File: src/hdl/vr_regs_pkg.sv
// Register indices, reset values, codes and types of the voltage control register set
package vr_regs_pkg;

  // Register indices on the serial command port
  localparam logic [7:0] IDX_BOOT_VOLTAGE = 8'h26;
  localparam logic [7:0] IDX_MAX_LIMIT = 8'h30;
  localparam logic [7:0] IDX_TARGET_CODE = 8'h31;
  localparam logic [7:0] IDX_POWER_STATE = 8'h32;
  localparam logic [7:0] IDX_MARGIN_OFFSET = 8'h33;
  localparam logic [7:0] IDX_MULTI_CFG = 8'h34;

  // Values after reset
  localparam logic [7:0] BOOT_VOLTAGE_RST = 8'h00;
  localparam logic [7:0] MAX_LIMIT_RST = 8'hfb;
  localparam logic [7:0] TARGET_CODE_RST = 8'h00;
  localparam logic [7:0] POWER_STATE_RST = 8'h00;
  localparam logic [7:0] MARGIN_OFFSET_RST = 8'h00;
  localparam logic [7:0] MULTI_CFG_FIRST_RST = 8'h00;
  localparam logic [7:0] MULTI_CFG_SECOND_RST = 8'h01;

  // Margin offset field layout
  localparam int MARGIN_SIGN_BIT = 7;
  localparam int MARGIN_MAG_MSB = 6;

  // Power state codes forced by the power state pin
  localparam logic [7:0] INTERMEDIATE_LOW_POWER_STATE = 8'h01;
  localparam logic [7:0] DEEPEST_LOW_POWER_STATE = 8'h02;

  // Output select code meaning "follow the register setting"
  localparam logic [1:0] OUTPUT_SELECT_REGISTER = 2'h0;

  // Settle count that ends strap capture after reset: covers the two synchroniser stages
  localparam logic [1:0] STRAP_SETTLE_CYCLES = 2'h2;

  typedef enum logic [1:0] {
    CMD_SET_VOLTAGE,
    CMD_SET_POWER_STATE,
    CMD_GET_REG,
    CMD_SET_REG
  } cmd_e;

  typedef enum logic [1:0] {
    RSP_ACK,
    RSP_NOT_SUPPORTED,
    RSP_REJECTED
  } rsp_e;

  typedef enum logic [1:0] {
    ST_CAPTURE,
    ST_BOOT_HOLD,
    ST_TRACK
  } vr_state_e;

endpackage

File: src/hdl/vr_margin_if.sv
// Interface carrying the target code and margin offset to the margin adder
`timescale 1ns/1ps
`default_nettype none
interface vr_margin_if;
  logic [7:0] base_code;
  logic [7:0] offset;
  logic [7:0] margined_code;
  logic saturated;
  modport calc (input base_code, input offset, output margined_code, output saturated);
  modport owner (output base_code, output offset, input margined_code, input saturated);
endinterface
`default_nettype wire

File: src/hdl/vr_margin_adder.sv
// Sign-magnitude margin adder with saturation at the code range ends
`timescale 1ns/1ps
`default_nettype none
module vr_margin_adder (
  vr_margin_if.calc mif
);
  import vr_regs_pkg::*;

  logic [8:0] base_wide;
  logic [8:0] mag_wide;
  logic [8:0] sum_wide;

  // sign and magnitude
  // Widen by one bit so carry and borrow are visible before saturating
  always_comb begin
    base_wide = {1'b0, mif.base_code};
    mag_wide = {2'b00, mif.offset[MARGIN_MAG_MSB:0]};
    sum_wide = 9'h000;
    mif.margined_code = mif.base_code;
    mif.saturated = 1'b0;
    if (mif.offset[MARGIN_SIGN_BIT]) begin
      if (base_wide < mag_wide) begin
        mif.margined_code = 8'h00;
        mif.saturated = 1'b1;
      end else begin
        sum_wide = base_wide - mag_wide;
        mif.margined_code = sum_wide[7:0];
      end
    end else begin
      sum_wide = base_wide + mag_wide;
      if (sum_wide[8]) begin
        mif.margined_code = 8'hff;
        mif.saturated = 1'b1;
      end else begin
        mif.margined_code = sum_wide[7:0];
      end
    end
  end
endmodule
`default_nettype wire

File: src/hdl/vr_pin_override.sv
// Synchronisers and decode for the output select and power state pins
`timescale 1ns/1ps
`default_nettype none
module vr_pin_override (
  input wire logic core_clk,
  input wire logic sys_rst,
  input wire logic clk_en,
  input wire logic output_select_a,
  input wire logic output_select_b,
  input wire logic power_state_pin_high,
  input wire logic power_state_pin_open,
  output logic [1:0] select_code,
  output logic ps_override,
  output logic [7:0] ps_forced_code
);
  import vr_regs_pkg::*;

  logic [3:0] pins_meta_reg;
  logic [3:0] pins_sync_reg;

  // Two-stage synchroniser; only the second stage is decoded
  always_ff @(posedge core_clk) begin
    if (sys_rst) begin
      pins_meta_reg <= 4'h0;
      pins_sync_reg <= 4'h0;
    end else if (clk_en) begin
      pins_meta_reg <= {power_state_pin_open, power_state_pin_high, output_select_b, output_select_a};
      pins_sync_reg <= pins_meta_reg;
    end
  end

  // Pin decode; a driven-high reading wins over the open-pin detector
  always_comb begin
    select_code = pins_sync_reg[1:0];
    ps_override = pins_sync_reg[2] | pins_sync_reg[3];
    if (pins_sync_reg[2]) begin
      ps_forced_code = DEEPEST_LOW_POWER_STATE;
    end else if (pins_sync_reg[3]) begin
      ps_forced_code = INTERMEDIATE_LOW_POWER_STATE;
    end else begin
      ps_forced_code = POWER_STATE_RST;
    end
  end
endmodule
`default_nettype wire

File: src/hdl/vr_voltage_control_registers.sv
// Voltage control register set: boot hold, limit check, target, power state, margin, multi-regulator config
//
// Operation
// - With boot voltage programmed, output holds boot level until a set-voltage command within the limit arrives.
// - Set-voltage codes above the maximum limit get a not-supported reply, not applied.
// - Target voltage code register holds the programmed target, resets to 00h.
// - Power state register holds the last power state programmed, resets to 00h.
// - Margin offset in VID steps is added to the target; zero means no margin.
// - Offset lower seven bits are the margin magnitude in VID steps.
// - Multi-regulator config resets to 00h on first regulator, 01h on second.
// - Both output select pins low: follow registers; otherwise pin-selected fixed voltage.
// - Power state pin: low uses register, high deepest, open intermediate state.
`timescale 1ns/1ps
`default_nettype none
module vr_voltage_control_registers (
  input wire logic core_clk,
  input wire logic sys_rst,
  input wire logic clk_en,
  input wire logic [7:0] boot_voltage_strap,
  input wire logic second_regulator_strap,
  input wire logic output_select_a,
  input wire logic output_select_b,
  input wire logic power_state_pin_high,
  input wire logic power_state_pin_open,
  input wire logic cmd_valid,
  input wire vr_regs_pkg::cmd_e cmd_kind,
  input wire logic [7:0] cmd_index,
  input wire logic [7:0] cmd_data,
  output logic rsp_valid,
  output vr_regs_pkg::rsp_e rsp_code,
  output logic [7:0] rsp_data,
  output logic [7:0] vout_code,
  output logic pin_override,
  output logic [1:0] pin_select,
  output logic [7:0] effective_power_state,
  output logic boot_hold
);
  import vr_regs_pkg::*;

  vr_state_e state_reg;
  logic [1:0] settle_reg;
  logic boot_hold_reg;
  logic [7:0] boot_meta_reg;
  logic [7:0] boot_sync_reg;
  logic second_meta_reg;
  logic second_sync_reg;
  logic [7:0] boot_voltage_reg;
  logic [7:0] max_limit_reg;
  logic [7:0] target_code_reg;
  logic [7:0] power_state_reg;
  logic [7:0] margin_offset_reg;
  logic [7:0] multi_cfg_reg;
  logic rsp_valid_reg;
  rsp_e rsp_code_reg;
  logic [7:0] rsp_data_reg;
  logic [7:0] vout_code_reg;
  logic pin_override_reg;
  logic [1:0] pin_select_reg;
  logic [7:0] effective_ps_reg;
  logic [1:0] select_code;
  logic ps_override;
  logic [7:0] ps_forced_code;
  logic cmd_take;
  logic over_limit;
  logic set_voltage_ok;

  vr_margin_if mif ();

  vr_margin_adder u_margin (
    .mif(mif.calc)
  );

  vr_pin_override u_pins (
    .core_clk(core_clk),
    .sys_rst(sys_rst),
    .clk_en(clk_en),
    .output_select_a(output_select_a),
    .output_select_b(output_select_b),
    .power_state_pin_high(power_state_pin_high),
    .power_state_pin_open(power_state_pin_open),
    .select_code(select_code),
    .ps_override(ps_override),
    .ps_forced_code(ps_forced_code)
  );

  // Registers software may write; target and power state move only by command
  function automatic logic is_writable(input logic [7:0] idx);
    is_writable = (idx == IDX_BOOT_VOLTAGE) || (idx == IDX_MAX_LIMIT) ||
                  (idx == IDX_MARGIN_OFFSET) || (idx == IDX_MULTI_CFG);
  endfunction

  function automatic logic is_mapped(input logic [7:0] idx);
    is_mapped = is_writable(idx) || (idx == IDX_TARGET_CODE) || (idx == IDX_POWER_STATE);
  endfunction

  // Feed the margin adder from the live registers
  assign mif.base_code = target_code_reg;
  assign mif.offset = margin_offset_reg;

  // Commands are refused while straps are still being captured
  assign cmd_take = cmd_valid && clk_en && (state_reg != ST_CAPTURE);
  assign over_limit = cmd_data > max_limit_reg;
  assign set_voltage_ok = cmd_take && (cmd_kind == CMD_SET_VOLTAGE) && !over_limit;

  // Strap synchronisers: pins are not on the core clock
  always_ff @(posedge core_clk) begin
    if (sys_rst) begin
      boot_meta_reg <= 8'h00;
      boot_sync_reg <= 8'h00;
      second_meta_reg <= 1'b0;
      second_sync_reg <= 1'b0;
    end else if (clk_en) begin
      boot_meta_reg <= boot_voltage_strap;
      boot_sync_reg <= boot_meta_reg;
      second_meta_reg <= second_regulator_strap;
      second_sync_reg <= second_meta_reg;
    end
  end

  // Sequencing: capture straps, hold boot level, then track commanded target
  always_ff @(posedge core_clk) begin
    if (sys_rst) begin
      state_reg <= ST_CAPTURE;
      settle_reg <= 2'h0;
      boot_hold_reg <= 1'b0;
    end else if (clk_en) begin
      case (state_reg)
        ST_CAPTURE: begin
          if (settle_reg == STRAP_SETTLE_CYCLES) begin
            state_reg <= ST_BOOT_HOLD;
            boot_hold_reg <= 1'b1;
          end else begin
            settle_reg <= settle_reg + 2'h1;
          end
        end
        ST_BOOT_HOLD: begin
          if (set_voltage_ok) begin
            state_reg <= ST_TRACK;
            boot_hold_reg <= 1'b0;
          end
        end
        ST_TRACK: begin
          state_reg <= ST_TRACK;
        end
        default: begin
          state_reg <= ST_CAPTURE;
          boot_hold_reg <= 1'b0;
        end
      endcase
    end
  end

  // Configuration registers; straps are loaded on leaving capture, after synchronising
  always_ff @(posedge core_clk) begin
    if (sys_rst) begin
      boot_voltage_reg <= BOOT_VOLTAGE_RST;
      max_limit_reg <= MAX_LIMIT_RST;
      margin_offset_reg <= MARGIN_OFFSET_RST;
      multi_cfg_reg <= MULTI_CFG_FIRST_RST;
    end else if (clk_en) begin
      if (state_reg == ST_CAPTURE && settle_reg == STRAP_SETTLE_CYCLES) begin
        boot_voltage_reg <= boot_sync_reg;
        multi_cfg_reg <= second_sync_reg ? MULTI_CFG_SECOND_RST : MULTI_CFG_FIRST_RST;
      end else if (cmd_take && cmd_kind == CMD_SET_REG) begin
        case (cmd_index)
          IDX_BOOT_VOLTAGE: boot_voltage_reg <= cmd_data;
          IDX_MAX_LIMIT: max_limit_reg <= cmd_data;
          IDX_MARGIN_OFFSET: margin_offset_reg <= cmd_data;
          IDX_MULTI_CFG: multi_cfg_reg <= cmd_data;
          default: ;
        endcase
      end
    end
  end

  always_ff @(posedge core_clk) begin
    if (sys_rst) begin
      target_code_reg <= TARGET_CODE_RST;
    end else if (set_voltage_ok) begin
      target_code_reg <= cmd_data;
    end
  end

  always_ff @(posedge core_clk) begin
    if (sys_rst) begin
      power_state_reg <= POWER_STATE_RST;
    end else if (cmd_take && cmd_kind == CMD_SET_POWER_STATE) begin
      power_state_reg <= cmd_data;
    end
  end

  // Replies: one cycle after the command is taken
  always_ff @(posedge core_clk) begin
    if (sys_rst) begin
      rsp_valid_reg <= 1'b0;
      rsp_code_reg <= RSP_ACK;
      rsp_data_reg <= 8'h00;
    end else if (clk_en) begin
      rsp_valid_reg <= cmd_valid;
      rsp_data_reg <= 8'h00;
      rsp_code_reg <= RSP_ACK;
      if (state_reg == ST_CAPTURE) begin
        rsp_code_reg <= RSP_REJECTED;
      end else begin
        case (cmd_kind)
          CMD_SET_VOLTAGE: begin
            if (over_limit) begin
              rsp_code_reg <= RSP_NOT_SUPPORTED;
            end
          end
          CMD_SET_POWER_STATE: rsp_code_reg <= RSP_ACK;
          CMD_GET_REG: begin
            if (!is_mapped(cmd_index)) begin
              rsp_code_reg <= RSP_REJECTED;
            end
            case (cmd_index)
              IDX_BOOT_VOLTAGE: rsp_data_reg <= boot_voltage_reg;
              IDX_MAX_LIMIT: rsp_data_reg <= max_limit_reg;
              IDX_TARGET_CODE: rsp_data_reg <= target_code_reg;
              IDX_POWER_STATE: rsp_data_reg <= power_state_reg;
              IDX_MARGIN_OFFSET: rsp_data_reg <= margin_offset_reg;
              IDX_MULTI_CFG: rsp_data_reg <= multi_cfg_reg;
              default: rsp_data_reg <= 8'h00;
            endcase
          end
          CMD_SET_REG: begin
            if (!is_writable(cmd_index)) begin
              rsp_code_reg <= RSP_REJECTED;
            end
          end
          default: rsp_code_reg <= RSP_REJECTED;
        endcase
      end
    end
  end

  // Output target: boot level while holding, margined target afterwards
  always_ff @(posedge core_clk) begin
    if (sys_rst) begin
      vout_code_reg <= 8'h00;
    end else if (clk_en) begin
      case (state_reg)
        ST_BOOT_HOLD: vout_code_reg <= boot_voltage_reg;
        ST_TRACK: vout_code_reg <= mif.margined_code;
        default: vout_code_reg <= 8'h00;
      endcase
    end
  end

  // Pin overrides; the analog side maps the select code to a fixed voltage
  always_ff @(posedge core_clk) begin
    if (sys_rst) begin
      pin_override_reg <= 1'b0;
      pin_select_reg <= OUTPUT_SELECT_REGISTER;
      effective_ps_reg <= POWER_STATE_RST;
    end else if (clk_en) begin
      pin_override_reg <= select_code != OUTPUT_SELECT_REGISTER;
      pin_select_reg <= select_code;
      effective_ps_reg <= ps_override ? ps_forced_code : power_state_reg;
    end
  end

  assign rsp_valid = rsp_valid_reg;
  assign rsp_code = rsp_code_reg;
  assign rsp_data = rsp_data_reg;
  assign vout_code = vout_code_reg;
  assign pin_override = pin_override_reg;
  assign pin_select = pin_select_reg;
  assign effective_power_state = effective_ps_reg;
  // Own flop mirrors the boot hold state so the output carries no decode logic
  assign boot_hold = boot_hold_reg;
endmodule
`default_nettype wire

File: config.mk
export PLATFORM = sky130hd
export DESIGN_NAME = vr_voltage_control_registers
export DESIGN_NICKNAME = d
export VERILOG_FILES = /design/src/hdl/vr_regs_pkg.sv /design/src/hdl/vr_margin_if.sv /design/src/hdl/vr_margin_adder.sv /design/src/hdl/vr_pin_override.sv /design/src/hdl/vr_voltage_control_registers.sv
export SDC_FILE = /design/constraint.sdc
export NUM_CORES = 1
export LEC_CHECK = 0
export BUFFER_PORTS_ARGS = -buffer_cell sky130_fd_sc_hd__buf_2
export CELL_PAD_IN_SITES_DETAIL_PLACEMENT = 1
export CELL_PAD_IN_SITES_GLOBAL_PLACEMENT = 2
export CORE_AREA = 2 2 115 145
export DETAILED_ROUTE_END_ITERATION = 12
export DIE_AREA = 0 0 117 147
export GPL_TIMING_DRIVEN = 0
export PLACE_DENSITY_LB_ADDON = 0.15
export SLEW_MARGIN = 20
export SYNTH_ARGS = -nofsm -noshare
export SYNTH_HDL_FRONTEND = slang
export SYNTH_SLANG_ARGS = --single-unit
export TNS_END_PERCENT = 30
File: constraint.sdc
create_clock -name core_clk -period 3 [get_ports core_clk]
set_input_delay 0.15 -clock core_clk [delete_from_list [all_inputs] [get_ports core_clk]]
set_output_delay 0.15 -clock core_clk [all_outputs]
set_load 0.03 [all_outputs]
* Word-level counts from Yosys, hierarchy flattened *
Index checks and enable logic that the tools add are counted.

word-level totals
  bits in registers = 109
  latch bits = 0
  bits in writable memories = 0
  bits in read-only memories = 0
  input port bits = 35
  output and inout bits = 31
  memories = 0

cells by class
  $add $sub $neg = 3
  multiply operators = 0
  divide/modulo/power cells = 0
  order comparisons = 2
  eq/ne operators = 14
  shifts and indexed selects = 0
  mux-type cells = 28
  bitwise operators = 4
  reduce and logical (&&, ||, !) cells = 27

operators with widths
  cell                                            count
  2-to-1 mux 8 bit                                13
  == test 8 x 6 -> 1 bit (second input constant)  6
  one-hot mux 8 bit (6 select lines)              1
  one-hot mux 8 bit (2 select lines)              1
  AND reduction 3 bit                             4
  AND reduction 4 bit                             3
  2-to-1 mux 2 bit                                5
  nonzero test 2 bit                              5
  adder 8 x 7 -> 9 bit                            1
  == test 2 bit (second input constant)           4
  > comparator 8 bit                              1
  < comparator 8 x 7 -> 1 bit                     1
  one-hot mux 2 bit (4 select lines)              1
  subtractor 8 x 7 -> 8 bit                       1
  logical AND 1 bit                               7
  one-hot mux 2 bit (3 select lines)              1
  logical OR 1 bit                                5
  2-to-1 mux 1 bit                                5
  == test 2 x 1 -> 1 bit (second input constant)  2
  logical NOT 2 bit                               2
  != test 2 bit (second input constant)           2
  NOT 1 bit                                       3
  one-hot mux 1 bit (3 select lines)              1
  adder 2 x 1 -> 2 bit (second input constant)    1
  other kinds (2)                                 2

* Logic depth before layout (Yosys ltp) *
  depth after elaboration = 9
  mapped depth = 9

* By module *
Synthesis repeated with hierarchy kept, for this count alone.

unflattened totals
  cells, all modules = 674
  area total of the unflattened synthesis = 5977.0 sq um

by module, submodules not included
  module                        times used  cells an instance  area each (sq um)
  vr_voltage_control_registers  1           521                4794.6
  vr_margin_adder               1           115                807.0
  vr_pin_override               1           38                 375.4

* Worst setup path after synthesis *
OpenSTA, ideal clock, no wires.

  kind = register -> register
  start = register margin_offset_reg[0]
  end = register vout_code_reg[5], in the netlist vout_code[5]
  library setup time = 0.116 ns
  arrival time = 2.267 ns
  data required time = 2.884 ns
  path slack = 0.617 ns
  cell stages (with the launch flop) = 8
  path buffers = 0
  clock period less this slack = 2.383 ns
  path through = dfxtp_1 -> ha_1 -> fa_1 -> nor2b_1 -> o311ai_1 -> a21oi_1 -> or4b_1 -> a31o_1

on the way
  cells in the longest elaborated chain, start to end = 4
  elaborated cells on any way between the ends = 7
  those cells by class = add/sub (2); order compare (1); mux (4)

ends and longest elaborated chain
  item                                          line                                          source
  start: declaration                            vr_voltage_control_registers.sv:51            logic [7:0] margin_offset_reg;
  start signal: assignment                      vr_voltage_control_registers.sv:168           IDX_MARGIN_OFFSET: margin_offset_reg <= cmd_data;
  adder 8 x 7 -> 9 bit (tied with other cells)  vr_margin_adder.sv:30                         sum_wide = base_wide + mag_wide;
  2-to-1 mux 8 bit, on equally long branches    vr_margin_adder.sv:31, vr_margin_adder.sv:22
  2-to-1 mux 8 bit (*)                          vr_margin_adder.sv:21                         if (mif.offset[MARGIN_SIGN_BIT]) begin
  one-hot mux 8 bit (2 select lines) (*)        vr_voltage_control_registers.sv:242           case (state_reg)
  end signal: assignment                        vr_voltage_control_registers.sv:243           ST_BOOT_HOLD: vout_code_reg <= boot_voltage_reg;
  end signal: assignment                        vr_voltage_control_registers.sv:244           ST_TRACK: vout_code_reg <= mif.margined_code;
  end: declaration                              vr_voltage_control_registers.sv:56            logic [7:0] vout_code_reg;

Mark *: on every way between the ends. The rest lies on a longest branch, timed or not.
A chain may end at the register's enable or synchronous reset.

* Worst setup path in the final report *
Ends and elaborated chain as after synthesis.

==> impl_metrics.yaml <==
outcome:
  status: "completed"
synthesis:
  synth-seq-cells: 109
  synthArstFlopShare: 0
  synthMuxAreaShare: 0.140
  syn_inst: 638
  synth_top_family_by_area: "simple AND/OR/NAND/NOR gates"
  ys_warn_count: 0
  synth_edf_count: 0
  synth_top_flop_cell: "dfxtp_1"
  syn_area_sq_um: 5640
  synth_cell_type_count: 65
  syn_avg_cell_area_sq_um: 8.84
  synth-adder-area-share: 0.0647
  synth_nets: 701
  yosysSeqAreaShare: 0.387
  synth-compound-area-share: 0.164
  synth-simple-area-share: 0.181
  synth_xor_area_frac: 0.0140
routing:
  ant_nets: 0
  vias: 5059
  drtIter0Drc: 233
  first_pass_iters: 4
  wl_um: 19600
  avgViaCountPerCell: 5.42
  drc: 0
  wire_per_inst_um: 21.0
final_layout:
  syn_to_final_growth_pct: 15.7
  layout-drive-gt1-share: 0.155
  diodes: 0
  fin_util: 0.410
  final_cell_mix: "dfxtp_1 (109), nor2_1 (101), buf_2 (70)"
  nNetsFinal: 776
  design_area_sq_um: 6530
  final_common_cell: "dfxtp_1"
sta:
  fin_setup_tns_ps: 0
  hold_viol_final: 0
  max_freq_ghz: 0.364
  clock_skew_ps: 13.6
  max_slew_margin: 0.414
  timing.hold.ws_ps: 27.3
  drv_slew: 0
  setup_viol: 0
  period_share: 0.916
  rsz0062_at_grt: "no"
  period_needed_ps: 2750
  worst_slew_pin_slew_ps: 879
die:
  core_area_sq_um: 15900
  die_area_sq_um: 17200
  die_y_um: 147
  die_w_um: 117
  start_util: 0.354
  pin_count: 66
  row_count: 52
cts:
  clock_tree.buffer_depth: 2
  clock_latency_ps: 360
  htreeDepth: 3
  hold_buffers: 0
  cts-root-buf: "clkbuf_16"
  cts_sinks: 109
  path_clk_slew_ps: 80
  cts_tree: "built"
  post_cts_resized: 0
  post_cts_buffers: 0
  cts_buffers: 9
power:
  powerDensity_nw_per_um2: 480
  cellLeakagePower_nw: 2.64
  peakVddDrop_mv: 0.286
  power.total_mw: 3.13
place:
  dpl_cell_area_sq_um: 6230
  place_hpwl_um: 15200
  port_buffers: 64
  gp_congestion: 0.834
setup_path:
  critPathArrivalTime_ps: 3000
  crit_required_ps: 3250
  r2r_cells: 7
  criticalPathCategory: "register to register"
  r2r_start: "margin_offset_reg[0]"
  cp_max_fo: 6
  cp-end-kind: "register"
  cp-start-kind: "register"
  r2r-end: "vout_code[5]"
  rrSetupSlack_ps: 250
flow_run:
  maxCapViolations: 0
global_routing:
  grt_pass1_vias: 5270
  grt_overflow: 0
  grt_pass1_wl_um: 30300
  grt_use_total: 0.236
  grt_max_degree: 21
  antenna_found_initial: 0
min_path:
  holdPathEnd: "boot_meta_reg[3]"
  hp-start: "boot_voltage_strap[3]"
  worstHoldPathCells: 3
  min_path_type: "input port to register"
worst max path at each step:
stage | endpoint | slack [ps] | cells past startpoint | startpoint
2_1_floorplan | vout_code[5] | 620 | 7 | margin_offset_reg[0]
3_3_place_gp | state_reg[0] | 270 | 8 | state_reg[0]
3_5_place_dp | state_reg[0] | 230 | 8 | state_reg[1]
4_1_cts | mif.base_code[3] | 210 | 8 | state_reg[1]
5_1_grt | vout_code[5] | 110 | 7 | margin_offset_reg[0]
6_report | vout_code[5] | 250 | 7 | margin_offset_reg[0]
per-stage QoR:
step	setup WS [ps]	cells
after floorplan	617	638
after global placement	272	918
after detailed placement	234	918
after CTS	214	934
after global routing	106	934
final	253	934
layout make-up:
class,instances,area [sq um]
Clock buffer,10,229
Tap cell,216,270
Timing Repair Buffer,64,320
Fill cell,1911,9410
Inverter,30,113
Buffer,39,169
Sequential cell,109,2180
Clock inverter,6,66.3
Multi-Input combinational cell,460,3180
cells in the mapped netlist (6+ instances only):
cell type / number / area share
clkbuf_1: 22 / 0.015
nand2_1: 38 / 0.025
mux4_2: 8 / 0.032
dfxtp_1: 109 / 0.39
a211o_1: 7 / 0.011
ha_1: 26 / 0.058
inv_1: 30 / 0.020
buf_2: 6 / 0.0053
nor2_1: 101 / 0.067
buf_1: 8 / 0.0053
mux2i_1: 61 / 0.11
o21ai_0: 8 / 0.0071
a22oi_1: 10 / 0.013
a311oi_1: 7 / 0.011
a21oi_1: 66 / 0.059
and3_1: 8 / 0.0089
nand3_1: 22 / 0.020
xnor2_1: 6 / 0.0093
nand2b_1: 8 / 0.0089
worst max-delay path, cell delays in order (launching register included):
cell	delay [ps]
dfxtp_1	350
ha_1	240
fa_1	440
nor2b_1	170
o311ai_1	400
a21oi_1	260
or4b_1	560
a31o_1	220
cells by family (layout without fill, tap and decap cells):
group                    after synthesis  after routing
AND/OR/NAND/NOR                      212            212
AO/OA/AOI/OAI                        142            142
flip-flops                           109            109
multiplexers                          69             69
buffers and inverters                 69            149
adder cells (fa/ha/maj)               28             28
XOR/XNOR                               9              9
routing by layer:
layer | GRT usage | vias up | routed length, um
met1 | 0.292 | 2533 | 8200
met2 | 0.421 | 95 | 10400
met5 | 0 | - | 0
met4 | 0.0735 | 0 | 448
li1 | - | 2407 | -
met3 | 0.0297 | 24 | 562
report_power, final:
group / internal, mW / total (mW) / switching [mW]
Sequential: 1.50 / 1.53 / 0.0361
Clock: 0.589 / 1.20 / 0.613
Combinational: 0.142 / 0.399 / 0.257
Note: power is estimated with default switching activity, not from simulation.
